--- config.mk ---
export PLATFORM = sky130hd
export DESIGN_NAME = rbp_top
export DESIGN_NICKNAME = d
export VERILOG_FILES = /design/src/core/rbp_pkg.sv /design/src/core/rbp_prot_if.sv /design/src/core/rbp_prot_decode.sv /design/src/core/rbp_pin_filter.sv /design/src/core/rbp_top.sv
export VERILOG_INCLUDE_DIRS = /design/src /design/src/core
export SDC_FILE = /design/constraint.sdc
export NUM_CORES = 1
export LEC_CHECK = 0
export BUFFER_PORTS_ARGS = -buffer_cell sky130_fd_sc_hd__buf_2
export CAP_MARGIN = 20
export CORE_UTILIZATION = 44
export CTS_BUF_LIST = sky130_fd_sc_hd__clkbuf_16
export DETAILED_ROUTE_END_ITERATION = 10
export GPL_TIMING_DRIVEN = 0
export MAX_ROUTING_LAYER = met4
export PLACE_DENSITY = 0.77
export SLEW_MARGIN = 0
export SYNTH_ARGS = -nofsm -noshare
export SYNTH_HDL_FRONTEND = slang
export SYNTH_HIERARCHICAL = 1
export SYNTH_SLANG_ARGS = --single-unit
--- constraint.sdc ---
create_clock -name clk_sys -period 1.8 [get_ports clk_sys]
set_input_delay 0.27 -clock clk_sys [delete_from_list [all_inputs] [get_ports clk_sys]]
set_output_delay 0.27 -clock clk_sys [all_outputs]
set_load 0.005 [all_outputs]
--- src/core/rbp_params.svh ---
// Purpose: Named constants for the reset and brownout supervisor
// Assumes: clk_sys at 25 MHz
// Notes:   Pin and glitch cycle counts derive from the times in ns
`ifndef RBP_PARAMS_SVH
`define RBP_PARAMS_SVH

`define RBP_CLK_NS          40
`define RBP_PIN_MIN_NS      50
`define RBP_GLITCH_NS       20
`define RBP_PIN_MIN_CYC     ((`RBP_PIN_MIN_NS + `RBP_CLK_NS - 1) / `RBP_CLK_NS)
`define RBP_GLITCH_CYC      (((`RBP_GLITCH_NS / `RBP_CLK_NS) < 1) ? 1 : (`RBP_GLITCH_NS / `RBP_CLK_NS))
`define RBP_OSC_START_CYC   16
`define RBP_BOOT_ADDR       32'h0000_0000

`define RBP_OFF_CTRL        8'h00
`define RBP_OFF_STATUS      8'h04
`define RBP_OFF_ISTAT       8'h08
`define RBP_OFF_IMASK       8'h0c
`define RBP_OFF_CAUSE       8'h10

`define RBP_CTRL_IRQ_SEL    1:0
`define RBP_CTRL_RST_SEL    3:2
`define RBP_CTRL_RST_EN     4
`define RBP_CTRL_STRAP_DIS  5
`define RBP_CTRL_RESET      6'h00

`define RBP_EV_BROWN        0
`define RBP_EV_WDT          1

`define RBP_CAUSE_PIN       0
`define RBP_CAUSE_WDT       1
`define RBP_CAUSE_POR       2
`define RBP_CAUSE_BROWN     3

`define RBP_RESP_OKAY       2'h0
`define RBP_RESP_SLVERR     2'h2

`endif

--- src/core/rbp_pkg.sv ---
// Purpose: Types for the reset and brownout supervisor
// Assumes: nothing
// Notes:   Codes written out in binary
package rbp_pkg;
	typedef enum logic [2:0]
	{
		RBP_ST_HOLD  = 3'b000,
		RBP_ST_OSC   = 3'b001,
		RBP_ST_FLASH = 3'b010,
		RBP_ST_PROT  = 3'b011,
		RBP_ST_RUN   = 3'b100
	} rbp_state_t;

	typedef enum logic [1:0]
	{
		RBP_LVL_NONE  = 2'b00,
		RBP_LVL_ONE   = 2'b01,
		RBP_LVL_TWO   = 2'b10,
		RBP_LVL_THREE = 2'b11
	} rbp_lvl_t;
endpackage

--- src/core/rbp_prot_if.sv ---
// Purpose: Carries the protection word and its decoded level
// Assumes: decoder is combinational
// Notes:   none
`timescale 1ns/1ps
interface rbp_prot_if;
	import rbp_pkg::*;
	logic [31:0] word;
	rbp_lvl_t    level;
	logic        no_boot;

	modport dec (input word, output level, output no_boot);
	modport seq (output word, input level, input no_boot);
endinterface

--- src/core/rbp_prot_decode.sv ---
// Purpose: Maps the flash protection word to a level
// Assumes: patterns are set by parameters
// Notes:   Unknown words mean no protection
`timescale 1ns/1ps
module rbp_prot_decode
	import rbp_pkg::*;
#(
	parameter logic [31:0] PAT_ONE   = 32'h1111_0001,
	parameter logic [31:0] PAT_TWO   = 32'h2222_0002,
	parameter logic [31:0] PAT_THREE = 32'h3333_0003,
	parameter logic [31:0] PAT_NOBL  = 32'h4444_0004
)
(
	// Word in, level out
	rbp_prot_if.dec p
);
	function automatic rbp_lvl_t rbp_lvl_of(input logic [31:0] w);
		if (w == PAT_ONE)
		begin
			return RBP_LVL_ONE;
		end
		else if (w == PAT_TWO)
		begin
			return RBP_LVL_TWO;
		end
		else if (w == PAT_THREE)
		begin
			return RBP_LVL_THREE;
		end
		return RBP_LVL_NONE;
	endfunction

	assign p.level   = rbp_lvl_of(p.word);
	assign p.no_boot = (p.word == PAT_NOBL);
endmodule

--- src/core/rbp_pin_filter.sv ---
// Purpose: Qualifies the external reset pin
// Assumes: pin sampled as synchronous input
// Notes:   Short lows are dropped, long lows held
`timescale 1ns/1ps
`include "rbp_params.svh"
module rbp_pin_filter
#(
	parameter int MIN_CYC    = `RBP_PIN_MIN_CYC,
	parameter int GLITCH_CYC = `RBP_GLITCH_CYC
)
(
	// Clock and reset
	input  wire logic clk_sys,
	input  wire logic rstn,
	// Pin and request
	input  wire logic pin_n,
	output logic      req
);
	typedef struct packed
	{
		logic [3:0] cnt;
		logic       req;
	} rbp_flt_t;

	rbp_flt_t s_q;
	rbp_flt_t s_d;

	if (GLITCH_CYC >= MIN_CYC || MIN_CYC > 15 || MIN_CYC < 1)
	begin
		$error("rbp_pin_filter: bad cycle counts");
	end

	always_comb
	begin
		s_d = s_q;
		if (pin_n)
		begin
			s_d.cnt = 4'h0;
			s_d.req = 1'b0;
		end
		else if (s_q.cnt < 4'(MIN_CYC))
		begin
			s_d.cnt = s_q.cnt + 4'h1;
		end
		// Low must last the full width to count
		if (!pin_n && s_q.cnt >= 4'(MIN_CYC - 1))
		begin
			s_d.req = 1'b1;
		end
	end

	always_ff @(posedge clk_sys or negedge rstn)
	begin
		if (!rstn)
		begin
			s_q <= '0;
		end
		else
		begin
			s_q <= s_d;
		end
	end

	assign req = s_q.req;
endmodule

--- src/core/rbp_top.sv ---
// Purpose: Reset merge, boot sequence, brownout and protection gating
// Assumes: AXI4-Lite master keeps one write and one read in flight
// Notes:   CTRL and IMASK survive chip reset; only rstn clears them
`timescale 1ns/1ps
`include "rbp_params.svh"

module rbp_top
	import rbp_pkg::*;
#(
	parameter int          OSC_START_CYC = `RBP_OSC_START_CYC,
	parameter logic [31:0] PAT_ONE       = 32'h1111_0001,
	parameter logic [31:0] PAT_TWO       = 32'h2222_0002,
	parameter logic [31:0] PAT_THREE     = 32'h3333_0003,
	parameter logic [31:0] PAT_NOBL      = 32'h4444_0004
)
(
	// Clock and reset
	input  wire logic        clk_sys,
	input  wire logic        rstn,
	// Reset sources and supply
	input  wire logic        rst_pin_n,
	input  wire logic        wdt_rst_req,
	input  wire logic        por_n,
	input  wire logic        supply_ok,
	input  wire logic [3:0]  brownout_below,
	// Boot inputs
	input  wire logic        boot_strap_pin,
	input  wire logic        flash_init_done,
	input  wire logic [31:0] prot_word,
	input  wire logic        app_flash_req,
	// Sequencer outputs
	output logic             chip_rst,
	output logic             periph_rst_n,
	output logic             core_rst_n,
	output logic [31:0]      boot_addr,
	output logic             osc_en,
	output logic             flash_init,
	// Protection outputs
	output logic [1:0]       prot_level,
	output logic             debug_block,
	output logic             boot_entry,
	output logic             boot_sector0_lock,
	output logic             boot_erase_only,
	output logic             app_flash_grant,
	output logic             irq,
	// AXI4-Lite slave
	input  wire logic [7:0]  s_axi_awaddr,
	input  wire logic        s_axi_awvalid,
	output logic             s_axi_awready,
	input  wire logic [31:0] s_axi_wdata,
	input  wire logic [3:0]  s_axi_wstrb,
	input  wire logic        s_axi_wvalid,
	output logic             s_axi_wready,
	output logic [1:0]       s_axi_bresp,
	output logic             s_axi_bvalid,
	input  wire logic        s_axi_bready,
	input  wire logic [7:0]  s_axi_araddr,
	input  wire logic        s_axi_arvalid,
	output logic             s_axi_arready,
	output logic [31:0]      s_axi_rdata,
	output logic [1:0]       s_axi_rresp,
	output logic             s_axi_rvalid,
	input  wire logic        s_axi_rready
);
	typedef struct packed
	{
		rbp_state_t  st;
		logic [15:0] cnt;
		logic        chip_rst;
		logic        periph_rst_n;
		logic        core_rst_n;
		logic [31:0] boot_addr;
		logic        osc_en;
		logic        flash_init;
		rbp_lvl_t    lvl;
		logic        debug_block;
		logic        boot_entry;
		logic        s0_lock;
		logic        erase_only;
		logic        flash_grant;
		logic [5:0]  ctrl;
		logic [1:0]  imask;
		logic [1:0]  istat;
		logic [3:0]  cause;
		logic        brown_prev;
		logic        wdt_prev;
		logic        irq;
		logic        aw_have;
		logic [7:0]  aw_addr;
		logic        w_have;
		logic [31:0] w_data;
		logic        w_en;
		logic        awready;
		logic        wready;
		logic        bvalid;
		logic [1:0]  bresp;
		logic        arready;
		logic        rvalid;
		logic [31:0] rdata;
		logic [1:0]  rresp;
	} rbp_top_t;

	rbp_top_t s_q;
	rbp_top_t s_d;
	logic     pin_req;
	logic     brown_irq_lvl;
	logic     brown_rst_lvl;
	logic     any_src;

	rbp_prot_if prot ();

	if (OSC_START_CYC < 1 || OSC_START_CYC > 65535)
	begin
		$error("rbp_top: OSC_START_CYC out of range");
	end

	rbp_pin_filter #(
		.MIN_CYC    (`RBP_PIN_MIN_CYC),
		.GLITCH_CYC (`RBP_GLITCH_CYC)
	) u_pin (
		.clk_sys (clk_sys),
		.rstn    (rstn),
		.pin_n   (rst_pin_n),
		.req     (pin_req)
	);

	rbp_prot_decode #(
		.PAT_ONE   (PAT_ONE),
		.PAT_TWO   (PAT_TWO),
		.PAT_THREE (PAT_THREE),
		.PAT_NOBL  (PAT_NOBL)
	) u_dec (
		.p (prot.dec)
	);

	assign prot.word = prot_word;

	// Register read mux, zero above each field
	function automatic logic [32:0] rbp_read(input rbp_top_t s, input logic [7:0] a, input logic [3:0] below);
		logic [32:0] r;
		r = {1'b0, 32'h0};
		case (a)
			`RBP_OFF_CTRL:   r[5:0] = s.ctrl;
			`RBP_OFF_STATUS: r[9:0] = {s.boot_entry, s.debug_block, s.lvl, 2'h0, below};
			`RBP_OFF_ISTAT:  r[1:0] = s.istat;
			`RBP_OFF_IMASK:  r[1:0] = s.imask;
			`RBP_OFF_CAUSE:  r[3:0] = s.cause;
			default:         r[32]  = 1'b1;
		endcase
		return r;
	endfunction

	function automatic logic rbp_mapped(input logic [7:0] a);
		return (a == `RBP_OFF_CTRL || a == `RBP_OFF_STATUS || a == `RBP_OFF_ISTAT ||
			a == `RBP_OFF_IMASK || a == `RBP_OFF_CAUSE);
	endfunction

	assign brown_irq_lvl = brownout_below[s_q.ctrl[`RBP_CTRL_IRQ_SEL]];
	assign brown_rst_lvl = s_q.ctrl[`RBP_CTRL_RST_EN] & brownout_below[s_q.ctrl[`RBP_CTRL_RST_SEL]];
	assign any_src       = pin_req | wdt_rst_req | ~por_n | brown_rst_lvl;

	always_comb
	begin
		logic [32:0] rd;
		logic        rd_istat;
		logic [1:0]  ev;
		rd       = {1'b0, 32'h0};
		rd_istat = 1'b0;
		ev       = 2'h0;
		s_d      = s_q;

		// Boot sequencer
		case (s_q.st)
			RBP_ST_HOLD:
			begin
				if (!any_src && supply_ok)
				begin
					s_d.st     = RBP_ST_OSC;
					s_d.osc_en = 1'b1;
					s_d.cnt    = 16'(OSC_START_CYC - 1);
				end
			end
			RBP_ST_OSC:
			begin
				if (s_q.cnt == 16'h0)
				begin
					s_d.st         = RBP_ST_FLASH;
					s_d.flash_init = 1'b1;
				end
				else
				begin
					s_d.cnt = s_q.cnt - 16'h1;
				end
			end
			RBP_ST_FLASH:
			begin
				if (flash_init_done)
				begin
					s_d.st         = RBP_ST_PROT;
					s_d.flash_init = 1'b0;
				end
			end
			RBP_ST_PROT:
			begin
				// Latched only here, so gating is fixed until next reset
				s_d.lvl         = prot.level;
				s_d.debug_block = (prot.level != RBP_LVL_NONE);
				s_d.s0_lock     = (prot.level == RBP_LVL_ONE);
				s_d.erase_only  = (prot.level == RBP_LVL_TWO);
				s_d.boot_entry  = !boot_strap_pin && !prot.no_boot &&
					!s_q.ctrl[`RBP_CTRL_STRAP_DIS] &&
					(prot.level != RBP_LVL_THREE);
				s_d.periph_rst_n = 1'b1;
				s_d.boot_addr    = `RBP_BOOT_ADDR;
				s_d.st           = RBP_ST_RUN;
			end
			RBP_ST_RUN:
			begin
				s_d.core_rst_n = 1'b1;
				s_d.chip_rst   = 1'b0;
			end
			default:
			begin
				s_d.st = RBP_ST_HOLD;
			end
		endcase

		// Any source restarts the whole sequence
		if (any_src)
		begin
			s_d.st           = RBP_ST_HOLD;
			s_d.chip_rst     = 1'b1;
			s_d.periph_rst_n = 1'b0;
			s_d.core_rst_n   = 1'b0;
			s_d.osc_en       = 1'b0;
			s_d.flash_init   = 1'b0;
			s_d.boot_entry   = 1'b0;
			s_d.cause        = {brown_rst_lvl, ~por_n, wdt_rst_req, pin_req};
		end

		s_d.flash_grant = app_flash_req && s_q.core_rst_n;

		// Events
		s_d.brown_prev = brown_irq_lvl;
		s_d.wdt_prev   = wdt_rst_req;
		ev[`RBP_EV_BROWN] = brown_irq_lvl && !s_q.brown_prev;
		ev[`RBP_EV_WDT] = wdt_rst_req && !s_q.wdt_prev;

		// Write channel
		if (s_axi_awvalid && s_q.awready)
		begin
			s_d.aw_have = 1'b1;
			s_d.aw_addr = s_axi_awaddr;
		end
		if (s_axi_wvalid && s_q.wready)
		begin
			s_d.w_have = 1'b1;
			s_d.w_data = s_axi_wdata;
			s_d.w_en   = s_axi_wstrb[0];
		end
		if (s_q.aw_have && s_q.w_have && !s_q.bvalid)
		begin
			s_d.aw_have = 1'b0;
			s_d.w_have  = 1'b0;
			s_d.bvalid  = 1'b1;
			s_d.bresp   = rbp_mapped(s_q.aw_addr) ? `RBP_RESP_OKAY : `RBP_RESP_SLVERR;
			if (s_q.w_en)
			begin
				case (s_q.aw_addr)
					`RBP_OFF_CTRL:  s_d.ctrl  = s_q.w_data[5:0];
					`RBP_OFF_IMASK: s_d.imask = s_q.w_data[1:0];
					default:        s_d.bresp = s_d.bresp;
				endcase
			end
		end
		if (s_q.bvalid && s_axi_bready)
		begin
			s_d.bvalid = 1'b0;
		end
		s_d.awready = !s_d.aw_have && !s_d.bvalid;
		s_d.wready  = !s_d.w_have && !s_d.bvalid;

		// Read channel
		if (s_axi_arvalid && s_q.arready)
		begin
			rd        = rbp_read(s_q, s_axi_araddr, brownout_below);
			rd_istat  = (s_axi_araddr == `RBP_OFF_ISTAT);
			s_d.rdata = rd[31:0];
			s_d.rresp = rd[32] ? `RBP_RESP_SLVERR : `RBP_RESP_OKAY;
			s_d.rvalid = 1'b1;
		end
		if (s_q.rvalid && s_axi_rready)
		begin
			s_d.rvalid = 1'b0;
		end
		s_d.arready = !s_d.rvalid;

		// Read clears, a same-cycle event still sets
		s_d.istat = (s_q.istat & ~{2{rd_istat}}) | ev;
		s_d.irq   = |(s_d.istat & s_d.imask);
	end

	always_ff @(posedge clk_sys or negedge rstn)
	begin
		if (!rstn)
		begin
			s_q          <= '0;
			s_q.st       <= RBP_ST_HOLD;
			s_q.chip_rst <= 1'b1;
			s_q.ctrl     <= `RBP_CTRL_RESET;
		end
		else
		begin
			s_q <= s_d;
		end
	end

	assign chip_rst          = s_q.chip_rst;
	assign periph_rst_n      = s_q.periph_rst_n;
	assign core_rst_n        = s_q.core_rst_n;
	assign boot_addr         = s_q.boot_addr;
	assign osc_en            = s_q.osc_en;
	assign flash_init        = s_q.flash_init;
	assign prot_level        = s_q.lvl;
	assign debug_block       = s_q.debug_block;
	assign boot_entry        = s_q.boot_entry;
	assign boot_sector0_lock = s_q.s0_lock;
	assign boot_erase_only   = s_q.erase_only;
	assign app_flash_grant   = s_q.flash_grant;
	assign irq               = s_q.irq;
	assign s_axi_awready     = s_q.awready;
	assign s_axi_wready      = s_q.wready;
	assign s_axi_bresp       = s_q.bresp;
	assign s_axi_bvalid      = s_q.bvalid;
	assign s_axi_arready     = s_q.arready;
	assign s_axi_rdata       = s_q.rdata;
	assign s_axi_rresp       = s_q.rresp;
	assign s_axi_rvalid      = s_q.rvalid;
endmodule

Yosys cells after proc, flatten, opt, wreduce, memory -nomap -nowiden
Index checks and enable logic that the tools add are counted.

$add $sub $neg: 2. Order comparisons: 4. Eq/ne operators: 25. Mux-type cells: 54. Reductions and logical operators: 53. Bitwise operators: 9.

Operator list (number): equality test 32 x 30 -> 1 bit (second input constant) (2); 2-to-1 mux 35 bit (1); 2-to-1 mux 34 bit (1); equality test 32 x 29 -> 1 bit (second input constant) (1); equality test 32 x 31 -> 1 bit (second input constant) (1); equality test 8 x 4 -> 1 bit (second input constant) (4); one-hot mux 16 bit (2 select lines) (1); 2-to-1 mux 1 bit (22); 2-to-1 mux 2 bit (11); 2-to-1 mux 19 bit (1); 2-to-1 mux 3 bit (6); logical AND 1 bit (17); equality test 8 x 3 -> 1 bit (second input constant) (2); equality test 8 x 5 -> 1 bit (second input constant) (2); zero test 16 bit (1); zero test 8 bit (2); 2-to-1 mux 16 bit (1); nonzero test 2 bit (8); subtractor 16 x 1 -> 16 bit (second input constant) (1); one-hot mux 3 bit (5 select lines) (1); zero test 1 bit (12); 2-to-1 mux 4 bit (3); one-hot mux 2 bit (5 select lines) (1); 2-to-1 mux 9 bit (1); 28 further kinds (44).

Logic and storage cells: 182. Flip-flop bits (word level): 115. Input bits: 102. Output and inout port bits: 86.

Logic depth before layout (Yosys ltp)
Depth after elaboration: 10. Gate-level depth with buffers: 8. Gate-level depth less buffers: 8.

Cells and area by module
Netlist, hierarchy kept.

By module, submodules not included: rbp_top (area an instance 4242.8 um^2, cells an instance 397, seq. area each 2053.2 um^2, instances 1); rbp_pin_filter (area an instance 241.5 um^2, cells an instance 22, seq. area each 125.1 um^2, instances 1); rbp_prot_decode (area an instance 140.1 um^2, cells an instance 25, seq. area each 0.0 um^2, instances 1).

Worst setup path before layout
No wires, ideal clock.

Path kind: in2reg. From: in prot_word[2]. To: reg s_q, in the netlist boot_entry. Path buffers: 0. Setup time: 136 ps. Stages on the path: 7. Slack: -333 ps. Data required time: 1664 ps. Data arrival time: 1997 ps. Cell sequence: or4_1 or4_1 a211oi_1 a211o_1 nor3_1 a21oi_1 nor2_1.

Cells in the longest elaborated chain, start to end: 9. Elaborated cells on any way between the ends: 17. Classes of those cells: 5 x eq/ne; 8 x mux; 4 x reduce/logical.

RTL lines: from (decl) (RTL line rbp_top.sv:29) `input wire logic [31:0] prot_word,`; equality test 32 x 30 -> 1 bit (RTL line rbp_prot_decode.sv:26) `else if (w == PAT_THREE)`; 2-to-1 mux 1 bit (RTL line rbp_prot_decode.sv:26); 2-to-1 mux 1 bit (RTL line rbp_prot_decode.sv:22) `else if (w == PAT_TWO)`; 2-to-1 mux 1 bit (RTL line rbp_prot_decode.sv:18) `if (w == PAT_ONE)`; 2-to-1 mux 2 bit (*) (RTL line rbp_prot_decode.sv:30) `return RBP_LVL_NONE;`; named net prot.level[1] (RTL line rbp_prot_if.sv:8) `rbp_lvl_t level;`; inequality test 2 bit (*) (RTL line rbp_top.sv:212) `(prot.level != RBP_LVL_THREE);`; logical AND 1 bit (*) (RTL line rbp_top.sv:210) `s_d.boot_entry = !boot_strap_pin && !prot.no_boot &&`; 2-to-1 mux 3 bit (*) (RTL line rbp_top.sv:173) `case (s_q.st)`; 2-to-1 mux 1 bit (*) (RTL line rbp_top.sv:229) `if (any_src)`; to (decl) (RTL line rbp_top.sv:103) `rbp_top_t s_q;`.

The timed path passes the listed nets; every way through them passes the cells marked *. The select of a mux whose other input is x is not followed. A chain may end at the register's enable or synchronous reset.

Worst setup path after layout
From: reg s_q[145] in the netlist's numbering. To: reg s_q[157] in the netlist's numbering.

Cells in the longest elaborated chain, start to end: 3. Elaborated cells on any way between the ends: 6. Classes of those cells: 1 x add/sub; 1 x eq/ne; 2 x mux; 2 x reduce/logical.

RTL lines (RTL line): subtractor 16 x 1 -> 16 bit / zero test 16 bit (equally long branches) (rbp_top.sv:192, rbp_top.sv:185); 2-to-1 mux 16 bit / inequality test 2 bit (equally long branches); one-hot mux 16 bit (2 select lines) / AND reduction 3 bit (equally long branches).

Several ways; a longest one is shown, not always the timed one. The select of a mux whose other input is x is not followed.

==> results.cfg <==
[outcome]
status = finished, violations left
failed_checks = negative setup slack

[worst_setup_path]
required_ps = 2020
path_max_fanout = 8
arrival_ps = 2250
critPathCaptureType = register
critPathKind = reg2reg
worstSetupStartpointType = register

[floorplan]
die_h_um = 105
io_pins = 188
core_area_um2 = 10300
die_area_um2 = 10900
die_width_um = 105
start_util_pct = 45.0
std_cell_rows = 37

[placed_design]
gp_congestion = 0.807
port_buffers = 101
dp_hpwl_mm = 7.03

[clocking]
max-clock-path-buffers = 2
clkSlewWorstSetupHoldPaths_ps = 70
clock_latency_ps = 340
cts_root_buffer = clkbuf_16
clock-sinks = 87
ctsHtreeMaxLevel = 3
cts_buffers = 9
cts_tree = yes

[global_route]
grt.met2_usage_pct = 33.0
grt_max_degree = 72
grt_overflow_total = 0
met1_usage_pct = 22.6
grt_antenna_before_repair = 0
busiest_layer = met2
grt_pass1_vias = 3637
use_met3_pct = 4.51
grt_first_pass_wirelength_mm = 16.8
grt_usage_pct = 19.4

[detailed_routing]
wl_per_cell_um = 13.1
antenna_left = 0
drc = 0
drt_iter0_markers = 153
drtPass1Iterations = 4
via_per_inst = 4.92
vias = 3836
wl_mm = 10.2

[layout]
seq_area_um2 = 2180
syn2layout_area_growth_pct = 36.6
fin_nets = 745
final_util_pct = 61.5
multi_input_area_um2 = 2210
antenna-diode-count = 0
drive_gt1_share_pct = 45.3
nFillCells = 795

[synth]
synth_common_cells = dfrtp_1 (86), buf_4 (70), nand2_1 (39)
synth_cell_types = 59
syn_area_per_cell_um2 = 10.4
synthCells = 444
yosys.area.top_type_share_pct = 46.5
synth.ff_latch_count = 87
synthTopCellsByArea = dfrtp_1 (47%), buf_4 (11%), mux2_2 (6.6%)
syn-cell-area_um2 = 4620
synth_ff_type = dfrtp_1
yosysTopAreaCell = dfrtp_1
synth_edf_count = 0
async_reset_ff_share_pct = 100
yosysWarnings = 6
yosys.cell_count.top_type = dfrtp_1
ys_seq_area_share_pct = 47.1

[sta]
setup_viol = 18
final-max-slew-violation-count = 0
final_hold_viol_count = 0
finalClockSkew_ps = 6.74
worst_slack_ps = -233
hold_ws_ps = 109
rsz0062_at_grt = yes
slew_headroom_pct = 62.5
fin_tns_setup_ps = -3350
tightest_slew_ps = 557
min_period_over_period_pct = 113
period_needed_ps = 2030
clock.fmax_mhz = 492

[power]
p_leak_nw = 3.23
ir_drop_uv = 519
power.density_nw_per_um2 = 974

[hold_path]
hold_class = in2reg

[job]
max_cap_viol_count = 0
==> cells in the final DEF (no fill, tap or decap), drive strengths merged, types with 2 or more instances in the layout <==
cell      n
o21ai    13
and3      8
or2       3
a221oi    2
o311a     2
nor2b     7
nand2b    4
nor3     19
mux2     27
nor4      9
nand3     8
nor3b     2
a31oi     5
a21oi    14
conb     56
bufinv    3
a22o      9
or3       4
clkbuf   16
o22ai     2
a221o     5
or3b      2
ha        4
nor2     31
o31ai     5
a211oi    3
nand3b    3
a22oi     2
a211o     7
or4       3
mux2i     6
nor4b     4
inv      16
nand2    39
a21o      4
buf     201
dfrtp    86
==> cells by family after synthesis <==
family                   synth area share (%)
buffers and inverters                    13.7
other                                  0.0811
multiplexers                             8.36
AO/OA/AOI/OAI                            12.6
AND/OR/NAND/NOR                          17.1
adder cells (fa/ha/maj)                  1.08
flip-flops                               47.1
==> final cells by class <==
type,instances,share of cell area (%)
inverter,14,0.832
clock inverter,7,1.92
multi-input combinational,318,35.0
sequential,87,34.5
tap,136,2.69
timing repair buffer,129,12.1
buffer,80,9.33
clock buffer,9,3.57
==> critical path: stages, from the launching register on <==
cell,delay (ps)
dfrtp_1,400
inv_2,90
ha_4,130
nor4b_4,280
nand2_4,140
o31a_4,350
buf_8,150
o311a_1,120
a221o_1,260
==> power breakdown <==
group          leakage (nW)  total [W]  switching, W  internal, W
Clock                 0.169    0.00215      0.000788      0.00136
Sequential             1.09    0.00263      0.000300      0.00233
Combinational          1.97    0.00137      0.000612     0.000759
==> path summary, 6_finish.rpt <==
path	slack, ps	start	endpoint	cells past startpoint
worst min-delay path	110	wdt_rst_req	s_q[85]$_DFF_PN0_	1
worst max register to register	-230	s_q[145]$_DFFE_PN0P_	s_q[157]$_DFFE_PN0P_	8
min in group asynchronous	350	rstn	s_axi_rdata[6]$_DFFE_PN0N_	2
worst max-delay path	-230	s_q[145]$_DFFE_PN0P_	s_q[157]$_DFFE_PN0P_	8
worst min register to register	470	chip_rst$_DFFE_PN1P_	chip_rst$_DFFE_PN1P_	2
max in group asynchronous	840	rstn	chip_rst$_DFFE_PN1P_	3
==> state kept, by name, indices dropped and copies added, names as in the netlist, 2 cells and up <==
signal       cells
s_q             52
s_axi_rdata     10
u_pin/s_q        4
prot_level       2
==> layer usage <==
layer  vias up  wire (µm)
met1      1839       4190
li1       1858          -
met3        16        634
met5         -          0
met4         0        139
met2       123       5230
==> stage by stage <==
stage,worst slack (ps),power [W],cell area [µm²],std cells
global placement,-413,0.00376,5570,736
finish,-233,0.00615,6320,780
floorplan,-202,0.00343,4900,499
CTS,-205,0.00610,6220,776
global route,-286,0.00648,6320,780
detailed placement,-459,0.00384,5600,737
==> what timing repair did <==
action	in CTS	in global routing
endpoints found under the setup margin	20	27
resized for setup	24	15
pin swaps	12	10
hold buffers	1	0
hold endpoints to repair	16	0
cloned	2	0
buffers inserted	20	4
(Power assumes the default switching activity.)
